[src/swo_pkg.sv]
// Constants, encodings and register map of the switch output block
// How it works
// - Diagnostic mode reacts only to the chosen event class: alarm, warning, or either.
// - Diagnostic mode keeps the output closed and opens it while an event of that class is present.
// - Function off holds the output open and function on holds it closed.
// - Digital output mode makes the output follow the selected discrete diagnostic block.
// - With switch-on above switch-off, the output closes when the value exceeds switch-on.
// - With switch-on above switch-off, the output opens when the value drops below switch-off.
// - With switch-on below switch-off, the output closes when the value drops below switch-on.
// - With switch-on below switch-off, the output opens when the value rises above switch-off.
// - In limit mode with a variable assigned, closing waits a switch-on delay of 0 to 100 s in tenths.
// - In limit mode with a variable assigned, opening waits a separate switch-off delay of 0 to 100 s.
// - In limit or digital output mode an error forces the chosen failure state: actual, open or closed.
// - The present switch state is readable as status.
// - Inversion swaps open and closed; without it the state passes unchanged.
package swo_pkg;

	// ==========================================================
	// Bus and data widths
	localparam int ADDR_W = 8;
	localparam int DATA_W = 32;
	localparam int DLY_W  = 10;

	// ==========================================================
	// Register offsets (byte addresses)
	localparam logic [ADDR_W-1:0] CTRL_OFFS      = 8'h00;
	localparam logic [ADDR_W-1:0] ON_VALUE_OFFS  = 8'h04;
	localparam logic [ADDR_W-1:0] OFF_VALUE_OFFS = 8'h08;
	localparam logic [ADDR_W-1:0] ON_DELAY_OFFS  = 8'h0c;
	localparam logic [ADDR_W-1:0] OFF_DELAY_OFFS = 8'h10;
	localparam logic [ADDR_W-1:0] STATUS_OFFS    = 8'h14;

	// ==========================================================
	// Control register field positions
	localparam int CTRL_FUNC_LSB  = 0;
	localparam int CTRL_CLASS_LSB = 4;
	localparam int CTRL_FAIL_LSB  = 8;
	localparam int CTRL_INV_BIT   = 12;
	localparam int CTRL_LIMEN_BIT = 16;
	localparam int CTRL_SEL_LSB   = 17;

	// Status register bit positions
	localparam int STAT_OUT_BIT   = 0;
	localparam int STAT_BASE_BIT  = 1;
	localparam int STAT_ERR_BIT   = 2;
	localparam int STAT_PEND_ON   = 3;
	localparam int STAT_PEND_OFF  = 4;
	localparam int STAT_LIMIT_BIT = 5;

	// ==========================================================
	// Encodings
	localparam logic [2:0] FUNC_OFF     = 3'h0;
	localparam logic [2:0] FUNC_ON      = 3'h1;
	localparam logic [2:0] FUNC_DIAG    = 3'h2;
	localparam logic [2:0] FUNC_LIMIT   = 3'h3;
	localparam logic [2:0] FUNC_DIGITAL = 3'h4;

	localparam logic [1:0] CLASS_ALARM  = 2'h0;
	localparam logic [1:0] CLASS_WARN   = 2'h1;
	localparam logic [1:0] CLASS_EITHER = 2'h2;

	localparam logic [1:0] FAIL_ACTUAL  = 2'h0;
	localparam logic [1:0] FAIL_OPEN    = 2'h1;
	localparam logic [1:0] FAIL_CLOSED  = 2'h2;

	localparam logic [1:0] SEL_OFF      = 2'h0;
	localparam logic [1:0] SEL_AD1      = 2'h1;
	localparam logic [1:0] SEL_AD2      = 2'h2;

	// ==========================================================
	// Reset values
	localparam logic [DATA_W-1:0] CTRL_RESET  = 32'h0000_0000;
	localparam logic [DATA_W-1:0] VALUE_RESET = 32'h0000_0000;
	localparam logic [DLY_W-1:0]  DELAY_RESET = 10'h000;

	// ==========================================================
	// Timing: delays counted in tenths of a second
	localparam int CLK_PERIOD_NS = 25;
	localparam int TENTH_NS      = 100_000_000;
	localparam int TENTH_CYCLES  = TENTH_NS / CLK_PERIOD_NS;
	localparam logic [DLY_W-1:0] DELAY_MAX = 10'h3e8;

endpackage

[src/swo_delay_timer.sv]
// Restartable delay timer counting tenths of a second
`timescale 1ns/100ps
module swo_delay_timer
	import swo_pkg::*;
#(
	parameter int TICK_CYCLES = swo_pkg::TENTH_CYCLES
)
(
	// Clock and reset
	input  wire logic                    ref_clk,
	input  wire logic                    rst_n,
	// Control
	input  wire logic                    run,
	input  wire logic [swo_pkg::DLY_W-1:0] delayTenths,
	// Result
	output logic                         done,
	output logic                         pending
);
	import swo_pkg::*;

	typedef struct packed {
		logic [31:0]      prescale;
		logic [DLY_W-1:0] tenths;
	} swo_tmr_t;

	swo_tmr_t st_reg;
	swo_tmr_t st_next;

	// ==========================================================
	// Counting
	always_comb
	begin
		st_next = st_reg;
		if (!run)
		begin
			st_next.prescale = 32'h0;
			st_next.tenths   = '0;
		end
		else if (st_reg.tenths < delayTenths)
		begin
			if (st_reg.prescale >= 32'(TICK_CYCLES - 1))
			begin
				st_next.prescale = 32'h0;
				st_next.tenths   = st_reg.tenths + 10'h001;
			end
			else
				st_next.prescale = st_reg.prescale + 32'h1;
		end
	end

	always_ff @(posedge ref_clk or negedge rst_n)
	begin
		if (!rst_n)
			st_reg <= '0;
		else
			st_reg <= st_next;
	end

	// Prescaler restarts with each run, so the delay is exact, not one tick short
	assign done    = run && (st_reg.tenths >= delayTenths);
	assign pending = run && !done;

endmodule

[src/swo_switch_output.sv]
// Switch output controller with limit comparator, delays and register port
//
// Added by the designer: the register addresses and strobed register access.
`timescale 1ns/100ps
module swo_switch_output
	import swo_pkg::*;
#(
	parameter int TICK_CYCLES = swo_pkg::TENTH_CYCLES
)
(
	// Clock and reset
	input  wire logic                       ref_clk,
	input  wire logic                       rst_n,
	// Register port
	input  wire logic [swo_pkg::ADDR_W-1:0] regAddr,
	input  wire logic [swo_pkg::DATA_W-1:0] regWdata,
	input  wire logic                       regWr,
	input  wire logic                       regRd,
	output logic      [swo_pkg::DATA_W-1:0] regRdata,
	// Measurement and diagnostics
	input  wire logic [swo_pkg::DATA_W-1:0] procValue,
	input  wire logic                       diagAlarm,
	input  wire logic                       diagWarning,
	input  wire logic                       deviceError,
	input  wire logic                       discreteOut1,
	input  wire logic                       discreteOut2,
	// Switch output, high means closed (conductive)
	output logic                            switchClosed
);
	import swo_pkg::*;

	typedef struct packed {
		logic [2:0]        func;
		logic [1:0]        diagClass;
		logic [1:0]        failMode;
		logic              invert;
		logic              limitEn;
		logic [1:0]        statusSel;
		logic [DATA_W-1:0] onValue;
		logic [DATA_W-1:0] offValue;
		logic [DLY_W-1:0]  onDelay;
		logic [DLY_W-1:0]  offDelay;
		logic              limitClosed;
		logic              outClosed;
		logic              baseClosed;
		logic [DATA_W-1:0] rdata;
	} swo_state_t;

	swo_state_t st_reg;
	swo_state_t st_next;

	logic signed [DATA_W-1:0] pvS;
	logic signed [DATA_W-1:0] onS;
	logic signed [DATA_W-1:0] offS;
	logic onAboveOff;
	logic closeCond;
	logic openCond;
	logic onRun;
	logic offRun;
	logic onDone;
	logic offDone;
	logic onPend;
	logic offPend;
	logic diagEvent;
	logic digitalState;
	logic baseState;
	logic failState;
	logic limitActive;

	// ==========================================================
	// Limit comparator
	assign pvS  = procValue;
	assign onS  = st_reg.onValue;
	assign offS = st_reg.offValue;
	// Equal thresholds fall in the first case; the window is empty so state still holds
	assign onAboveOff = onS >= offS;

	always_comb
	begin
		if (onAboveOff)
		begin
			closeCond = pvS > onS;
			openCond  = pvS < offS;
		end
		else
		begin
			closeCond = pvS < onS;
			openCond  = pvS > offS;
		end
	end

	assign limitActive = (st_reg.func == FUNC_LIMIT) && st_reg.limitEn;

	// Hysteresis: a timer runs only toward the opposite state
	// Condition loss stops the run and clears the timer
	assign onRun  = limitActive && !st_reg.limitClosed && closeCond;
	assign offRun = limitActive && st_reg.limitClosed && openCond;

	// ==========================================================
	// Delay timers
	// Switch-on delay
	swo_delay_timer #(
		.TICK_CYCLES (TICK_CYCLES)
	) onTimer (
		.ref_clk     (ref_clk),
		.rst_n       (rst_n),
		.run         (onRun),
		.delayTenths (st_reg.onDelay),
		.done        (onDone),
		.pending     (onPend)
	);

	swo_delay_timer #(
		.TICK_CYCLES (TICK_CYCLES)
	) offTimer (
		.ref_clk     (ref_clk),
		.rst_n       (rst_n),
		.run         (offRun),
		.delayTenths (st_reg.offDelay),
		.done        (offDone),
		.pending     (offPend)
	);

	// ==========================================================
	// Diagnostic and digital sources
	always_comb
	begin
		unique case (st_reg.diagClass)
			CLASS_ALARM:  diagEvent = diagAlarm;
			CLASS_WARN:   diagEvent = diagWarning;
			CLASS_EITHER: diagEvent = diagAlarm | diagWarning;
			default:      diagEvent = diagAlarm;
		endcase
	end

	always_comb
	begin
		unique case (st_reg.statusSel)
			SEL_AD1: digitalState = discreteOut1;
			SEL_AD2: digitalState = discreteOut2;
			default: digitalState = 1'b0;
		endcase
	end

	// ==========================================================
	// Function selection
	always_comb
	begin
		unique case (st_reg.func)
			FUNC_OFF:     baseState = 1'b0;
			FUNC_ON:      baseState = 1'b1;
			FUNC_DIAG:    baseState = !diagEvent;
			FUNC_LIMIT:   baseState = st_reg.limitClosed;
			FUNC_DIGITAL: baseState = digitalState;
			default:      baseState = 1'b0;
		endcase
	end

	always_comb
	begin
		failState = baseState;
		if (deviceError && (st_reg.func == FUNC_LIMIT || st_reg.func == FUNC_DIGITAL))
		begin
			unique case (st_reg.failMode)
				FAIL_OPEN:   failState = 1'b0;
				FAIL_CLOSED: failState = 1'b1;
				default:     failState = baseState;
			endcase
		end
	end

	// ==========================================================
	// Register writes and state update
	always_comb
	begin
		st_next = st_reg;

		// Limit state: normally closed when no variable is assigned
		if (!limitActive)
			st_next.limitClosed = 1'b1;
		else if (onDone)
			st_next.limitClosed = 1'b1;
		else if (offDone)
			st_next.limitClosed = 1'b0;

		st_next.baseClosed = failState;
		st_next.outClosed  = failState ^ st_reg.invert;

		if (regWr)
		begin
			unique case (regAddr)
				CTRL_OFFS:
				begin
					// Unknown function codes fall back to open
					if (regWdata[CTRL_FUNC_LSB +: 3] > FUNC_DIGITAL)
						st_next.func = FUNC_OFF;
					else
						st_next.func = regWdata[CTRL_FUNC_LSB +: 3];
					st_next.diagClass = regWdata[CTRL_CLASS_LSB +: 2];
					st_next.failMode  = regWdata[CTRL_FAIL_LSB +: 2];
					st_next.invert    = regWdata[CTRL_INV_BIT];
					st_next.limitEn   = regWdata[CTRL_LIMEN_BIT];
					st_next.statusSel = regWdata[CTRL_SEL_LSB +: 2];
				end
				ON_VALUE_OFFS:  st_next.onValue  = regWdata;
				OFF_VALUE_OFFS: st_next.offValue = regWdata;
				// Delays above 100 s are clamped rather than wrapped
				ON_DELAY_OFFS:
				begin
					if (regWdata[DLY_W-1:0] > DELAY_MAX || regWdata[DATA_W-1:DLY_W] != '0)
						st_next.onDelay = DELAY_MAX;
					else
						st_next.onDelay = regWdata[DLY_W-1:0];
				end
				OFF_DELAY_OFFS:
				begin
					if (regWdata[DLY_W-1:0] > DELAY_MAX || regWdata[DATA_W-1:DLY_W] != '0)
						st_next.offDelay = DELAY_MAX;
					else
						st_next.offDelay = regWdata[DLY_W-1:0];
				end
				default:
				begin
				end
			endcase
		end

		// Read data stands only in the cycle after the strobe
		st_next.rdata = '0;
		if (regRd)
		begin
			unique case (regAddr)
				CTRL_OFFS:
				begin
					st_next.rdata[CTRL_FUNC_LSB +: 3]  = st_reg.func;
					st_next.rdata[CTRL_CLASS_LSB +: 2] = st_reg.diagClass;
					st_next.rdata[CTRL_FAIL_LSB +: 2]  = st_reg.failMode;
					st_next.rdata[CTRL_INV_BIT]        = st_reg.invert;
					st_next.rdata[CTRL_LIMEN_BIT]      = st_reg.limitEn;
					st_next.rdata[CTRL_SEL_LSB +: 2]   = st_reg.statusSel;
				end
				ON_VALUE_OFFS:  st_next.rdata = st_reg.onValue;
				OFF_VALUE_OFFS: st_next.rdata = st_reg.offValue;
				ON_DELAY_OFFS:  st_next.rdata[DLY_W-1:0] = st_reg.onDelay;
				OFF_DELAY_OFFS: st_next.rdata[DLY_W-1:0] = st_reg.offDelay;
				STATUS_OFFS:
				begin
					st_next.rdata[STAT_OUT_BIT]   = st_reg.outClosed;
					st_next.rdata[STAT_BASE_BIT]  = st_reg.baseClosed;
					st_next.rdata[STAT_ERR_BIT]   = deviceError;
					st_next.rdata[STAT_PEND_ON]   = onPend;
					st_next.rdata[STAT_PEND_OFF]  = offPend;
					st_next.rdata[STAT_LIMIT_BIT] = st_reg.limitClosed;
				end
				default:        st_next.rdata = '0;
			endcase
		end
	end

	always_ff @(posedge ref_clk or negedge rst_n)
	begin
		if (!rst_n)
		begin
			st_reg             <= '0;
			st_reg.func        <= CTRL_RESET[CTRL_FUNC_LSB +: 3];
			st_reg.onValue     <= VALUE_RESET;
			st_reg.offValue    <= VALUE_RESET;
			st_reg.onDelay     <= DELAY_RESET;
			st_reg.offDelay    <= DELAY_RESET;
			st_reg.limitClosed <= 1'b1;
		end
		else
			st_reg <= st_next;
	end

	// ==========================================================
	// Outputs
	assign regRdata     = st_reg.rdata;
	assign switchClosed = st_reg.outClosed;

endmodule

[config.mk]
export PLATFORM = sky130hd
export DESIGN_NAME = swo_switch_output
export DESIGN_NICKNAME = d
export VERILOG_FILES = /design/src/swo_pkg.sv /design/src/swo_delay_timer.sv /design/src/swo_switch_output.sv
export SDC_FILE = /design/constraint.sdc
export NUM_CORES = 1
export LEC_CHECK = 0
export BUFFER_PORTS_ARGS = -buffer_cell sky130_fd_sc_hd__clkbuf_2
export CAP_MARGIN = 20
export CORE_UTILIZATION = 45
export CTS_CLUSTER_SIZE = 12
export DETAILED_ROUTE_END_ITERATION = 6
export GPL_ROUTABILITY_DRIVEN = 0
export PLACE_DENSITY = 0.69
export REMOVE_ABC_BUFFERS = 1
export SYNTH_ARGS = -nofsm -noshare
export SYNTH_HDL_FRONTEND = slang
export SYNTH_SLANG_ARGS = --single-unit
[constraint.sdc]
create_clock -name ref_clk -period 4.6 [get_ports ref_clk]
set_input_delay 0.92 -clock ref_clk [delete_from_list [all_inputs] [get_ports ref_clk]]
set_output_delay 0.92 -clock ref_clk [all_outputs]
set_load 0.01 [all_outputs]
# Yosys cells after proc, flatten, opt, wreduce, memory -nomap -nowiden
# Cells that the tools add are included.
# totals
in_bits	81
reg_bits	214
output_inout_bits	33
wordCells	113
# op_classes
n_addsub	4
muxes	31
n_reduce_logical	25
order_cmp	13
n_eq_ne	20
bitwise	2
# ops
cell	n
$mux W42	4
$mux W32	3
$add A32 B1 Y32 const B	2
$ge A32 B22 Y1 const B	2
$gt A32 B32 Y1	2
$lt A32 B32 Y1	2
$ge A32 B32 Y1	1
$mux W10	3
$pmux W13 S2	1
$reduce_bool A22 Y1	1
$add A10 B1 Y10 const B	2
$ge A10 B10 Y1	2
$lt A10 B10 Y1	2
$pmux W3 S6	1
$eq A8 B4 Y1 const B	2
$eq A8 B5 Y1 const B	2
$reduce_and A2 Y1	7
$pmux W2 S6	1
$gt A10 B10 Y1 const B	1
$logic_and A1 B1 Y1	10
$pmux W2 S5	1
$pmux W3 S3	1
$eq A8 B3 Y1 const B	1
$logic_not A8 Y1	1
other kinds (21)	40

# Logic depth before layout (Yosys ltp)
# depth
word_depth	9
ltp_mapped	13

# By module
# From an unflattened synthesis, not the netlist that was laid out.
# unflattened
hier_cells	1381
hier_area_um2	13181.4
# modules_own_cells
mod	seq_area_each_um2	area_per_inst_um2	cells_per_inst	n_inst
swo_switch_output	3254.4	8018.9	801	1
swo_delay_timer	1051.0	2581.2	290	2

# Worst setup path after synthesis
# Ideal clock, no wire load.
# synth_timing
kind	input to register
start	input procValue[1] (netlist name)
end	register offTimer.st_reg[17] (netlist name)
t_arrival_ns	3.636
cell_stages	11
required_ns	4.462
setup_ns	0.138
setup_slack_ns	0.826
cell_sequence	ha_1 > nor2b_1 > o211ai_1 > a21boi_0 > o41a_1 > or4_1 > nor4_1 > clkbuf_1 > nor3_1 > xnor2_1 > nor2_1
# synth_between
elab_chain_len	4
elab_cells_between_ends	6
cone_classes	order compare: 2; eq/ne: 1; mux: 2; reduce/logical: 1
# synth_rtl
item	line_no	text
start: declaration	swo_switch_output.sv:21	input wire logic [swo_pkg::DATA_W-1:0] procValue,
$gt A32 B32 Y1 / $lt A32 B32 Y1 (equally long branches)	swo_switch_output.sv:88, swo_switch_output.sv:83	
$mux W1 *	swo_switch_output.sv:80	if (onAboveOff)
$logic_and A1 B1 Y1 *	swo_switch_output.sv:97	assign offRun = limitActive && st_reg.limitClosed && openCond;
$ne A2 B2 Y1 (no line) / $mux W42 (equally long branches)	--	
end signal: assignment	swo_delay_timer.sv:56	st_reg <= st_next;
end: declaration	swo_delay_timer.sv:26	swo_tmr_t st_reg;
# Mark *: on every way between the ends. The rest lies on a longest branch, timed or not.
# A chain may end at the register's enable or synchronous reset.

# Worst setup path after layout
# layout_timing
start	register st_reg (netlist bit offS[31])
end	register onTimer.st_reg[9] (netlist name)
# layout_between
elab_chain_len	5
elab_cells_between_ends	7
cone_classes	order compare: 1; eq/ne: 2; mux: 2; reduce/logical: 2
# layout_rtl
item	line_no	text
start: declaration	swo_switch_output.sv:49	swo_state_t st_reg;
start signal: assignment	swo_switch_output.sv:273	st_reg <= st_next;
$ge A32 B32 Y1 *	swo_switch_output.sv:76	assign onAboveOff = onS >= offS;
$mux W1 *	swo_switch_output.sv:80	
$logic_and A1 B1 Y1 *	swo_switch_output.sv:96	assign onRun = limitActive && !st_reg.limitClosed && closeCond;
$ne A2 B2 Y1 (no line)	--	
$reduce_and A2 Y1 (no line)	--	
end signal: assignment	swo_delay_timer.sv:56	
end: declaration	swo_delay_timer.sv:26	
# Marked as above.

==> impl_metrics.py <==
metrics = {
    "timing": {
        "clock_skew_ps": 22.4,
        "fin_crit_sh": 0.901,
        "fin_crit_ps": 4150,
        "setup_viol": 0,
        "slew_violations": 0,
        "fin_ws_ps": 455,
        "finalSetupTns_ps": 0,
        "rsz0062_at_grt": "no",
        "slew_headroom": 0.361,
        "max_freq_mhz": 241,
        "tightest_slew_ps": 959,
        "hold_viol_final": 0,
        "whs_ps": 466,
    },
    "job": {
        "max-cap-violations": 0,
    },
    "outcome": {
        "status": "complete, no violations",
    },
    "grt": {
        "grt_pass1_vias": 9926,
        "grt_overflow": 0,
        "grt_pass1_wl_microns": 52000,
        "grt_util_all_layers": 0.224,
        "grt_antenna_before_repair": 1,
        "grt_max_degree": 124,
    },
    "power_and_ir_drop": {
        "vdd_ir_drop_max_mv": 0.237,
        "fin_total_pwr_uw": 4710,
        "powerDensity_nw_per_um2": 323,
        "power.leakage_uw": 0.00652,
    },
    "place": {
        "io_buffers": 113,
        "post-place-ws_ps": 293,
        "place.detailed.hpwl_microns": 23600,
        "dp.cells": 1744,
    },
    "route": {
        "wl_per_cell_microns": 18.0,
        "drt-initial-drc-count": 808,
        "route.detailed.drc": 0,
        "viasPerCell": 5.65,
        "drt_wl_total_microns": 32200,
        "ant_nets": 0,
        "routed-via-count": 10127,
        "firstDrtPassIters": 6,
    },
    "clock_tree": {
        "cts_resized": 0,
        "clk_latency_ps": 540,
        "cts_made_buffers": 26,
        "cts-htree-levels": 1,
        "clk_pin_slew_ps": 60,
        "ctsRootBufferMaster": "clkbuf_16",
        "postCtsHoldBufs": 0,
        "cts_sinks": 214,
        "tritoncts": "done",
        "cts.path.max_buffers": 3,
        "post_cts_buffers": 0,
    },
    "layout": {
        "drive_above_1_share": 0.197,
        "multiInputGateArea_sq_um": 6680,
        "diodes": 0,
        "nets": 1600,
        "stdcell_count": 1792,
        "syn_to_final_growth_pct": 13.7,
        "regArea_sq_um": 5360,
        "n_fill_cell": 2508,
    },
    "synthesis": {
        "yosysSeqAreaShare": 0.418,
        "yosys.area.top_type": "dfrtp_1",
        "synth_top_cell_area_share": 0.416,
        "yosysWarnings": 0,
        "synthAdderAreaFrac": 0.122,
        "ys_ff_latch": 214,
        "synth_compound_area_frac": 0.124,
        "yosysUniqueCellTypes": 70,
        "ys.flop_type": "dfrtp_1",
        "synthXorXnorAreaFrac": 0.0315,
        "yosys.area_share.simple": 0.176,
        "synth_edf_count": 0,
        "synthArstFlopShare": 1.00,
        "synth_area_sq_um": 12800,
        "synth.avg_cell_area_sq_um": 9.79,
        "synth_top_family_by_area": "simple AND/OR/NAND/NOR gates",
        "syn_inst": 1308,
        "synth_mux_area_frac": 0.0659,
        "synthTopCellsByArea": "dfrtp_1 (42%), ha_1 (12%), mux2_2 (6.5%), nor2_1 (3.0%), inv_1 (2.9%)",
    },
    "die": {
        "die_area_sq_um": 29100,
        "fp.dieW_microns": 171,
        "io_pins": 114,
        "coreArea_sq_um": 27900,
        "fp-row-count": 61,
        "die_h_microns": 171,
        "start_util": 0.459,
    },
    "critical_path": {
        "critical_path_class": "reg -> reg",
        "critical_path_required_ps": 5060,
        "path_max_fanout": 6,
        "crit_arrival_ps": 4600,
        "cp-end-kind": "flop",
        "worstSetupStartpointType": "flop",
    },
    "hold_path": {
        "worstHoldPathType": "in -> async",
    },
}
[cell usage in the layout, fill, tap and decap left out, types with 36 or more instances in the layout]
master	count
dfrtp_1	213
ha_1	125
clkbuf_2	112
nor2_1	103
inv_1	100
nand2_1	88
mux2_2	74
a21oi_1	56
o21ai_0	53
nand3_1	40
xnor2_1	39
a22oi_1	36
[layer usage]
metal	global-route usage	wire length, microns	up-vias
met4	0.0505	643	2
met2	0.347	14200	301
met5	0	8	-
met3	0.0407	2140	53
met1	0.324	15200	4933
li1	-	-	4838
[metrics by stage]
| step | util | cell area (sq um) |
|---|---|---|
| finish | 0.522 | 14500 |
| global route | 0.522 | 14500 |
| detailed placement | 0.489 | 13600 |
| CTS | 0.522 | 14500 |
| floorplan | - | 12400 |
| global placement | 0.489 | 13600 |
[final timing paths]
kind / start / endpoint / slack, ps / cells past startpoint
setup reg to reg: offS[31]$_DFFE_PN0P_ / onTimer.st_reg[9]$_DFFE_PN0P_ / 450 / 10
setup / recovery: offS[31]$_DFFE_PN0P_ / onTimer.st_reg[9]$_DFFE_PN0P_ / 450 / 10
hold reg to reg: offTimer.st_reg[38]$_DFFE_PN0P_ / offTimer.st_reg[38]$_DFFE_PN0P_ / 480 / 1
max in group asynchronous: rst_n / offS[14]$_DFFE_PN0P_ / 3100 / 2
hold / removal: rst_n / onTimer.st_reg[19]$_DFFE_PN0P_ / 470 / 1
min in group ref_clk: offTimer.st_reg[38]$_DFFE_PN0P_ / offTimer.st_reg[38]$_DFFE_PN0P_ / 480 / 1
[cell usage after synthesis (11+ instances only)]
| library cell | n |
|---|---|
| nor3_1 | 21 |
| nor2b_1 | 33 |
| a21o_1 | 19 |
| ha_1 | 125 |
| nand3_1 | 40 |
| nand4_1 | 33 |
| and3_1 | 16 |
| buf_4 | 32 |
| a22oi_1 | 36 |
| nand2_1 | 88 |
| a31oi_1 | 16 |
| nor4_1 | 35 |
| mux2_2 | 74 |
| nor2_1 | 104 |
| a21oi_1 | 56 |
| o21ai_0 | 53 |
| and2_1 | 11 |
| inv_1 | 100 |
| dfrtp_1 | 213 |
| clkbuf_1 | 31 |
| xnor2_1 | 39 |
[cell families (layout without fill, tap and decap cells)]
family	after synthesis	in the layout
simple gates	436	436
compound gates	238	238
flops	214	214
buf+inv	174	280
fa+ha+maj	125	125
mux	75	75
xor+xnor	46	46
[power breakdown]
part           switching (uW)  total, uW  internal, uW
clock network             822       2210          1390
registers                44.6       1970          1920
logic                     322        526           204
total                    1190       4710          3520
[layout make-up]
cell class,count,share of cell area
Clock buffer,35,0.0498
Clock inverter,13,0.0145
Inverter,100,0.0258
Multi-Input combinational cell,920,0.459
Sequential cell,214,0.368
Tap cell,378,0.0325
Timing Repair Buffer,132,0.0502
[worst max-delay path, stage by stage, from the launching register on]
cell,delay [ps]
dfrtp_1,370
inv_1,80
ha_1,380
nand4_1,200
nor4_1,710
o31ai_2,260
a21oi_1,610
nor4_1,250
or4b_1,660
or4_1,430
a21oi_1,150
(Power assumes the default switching activity.)
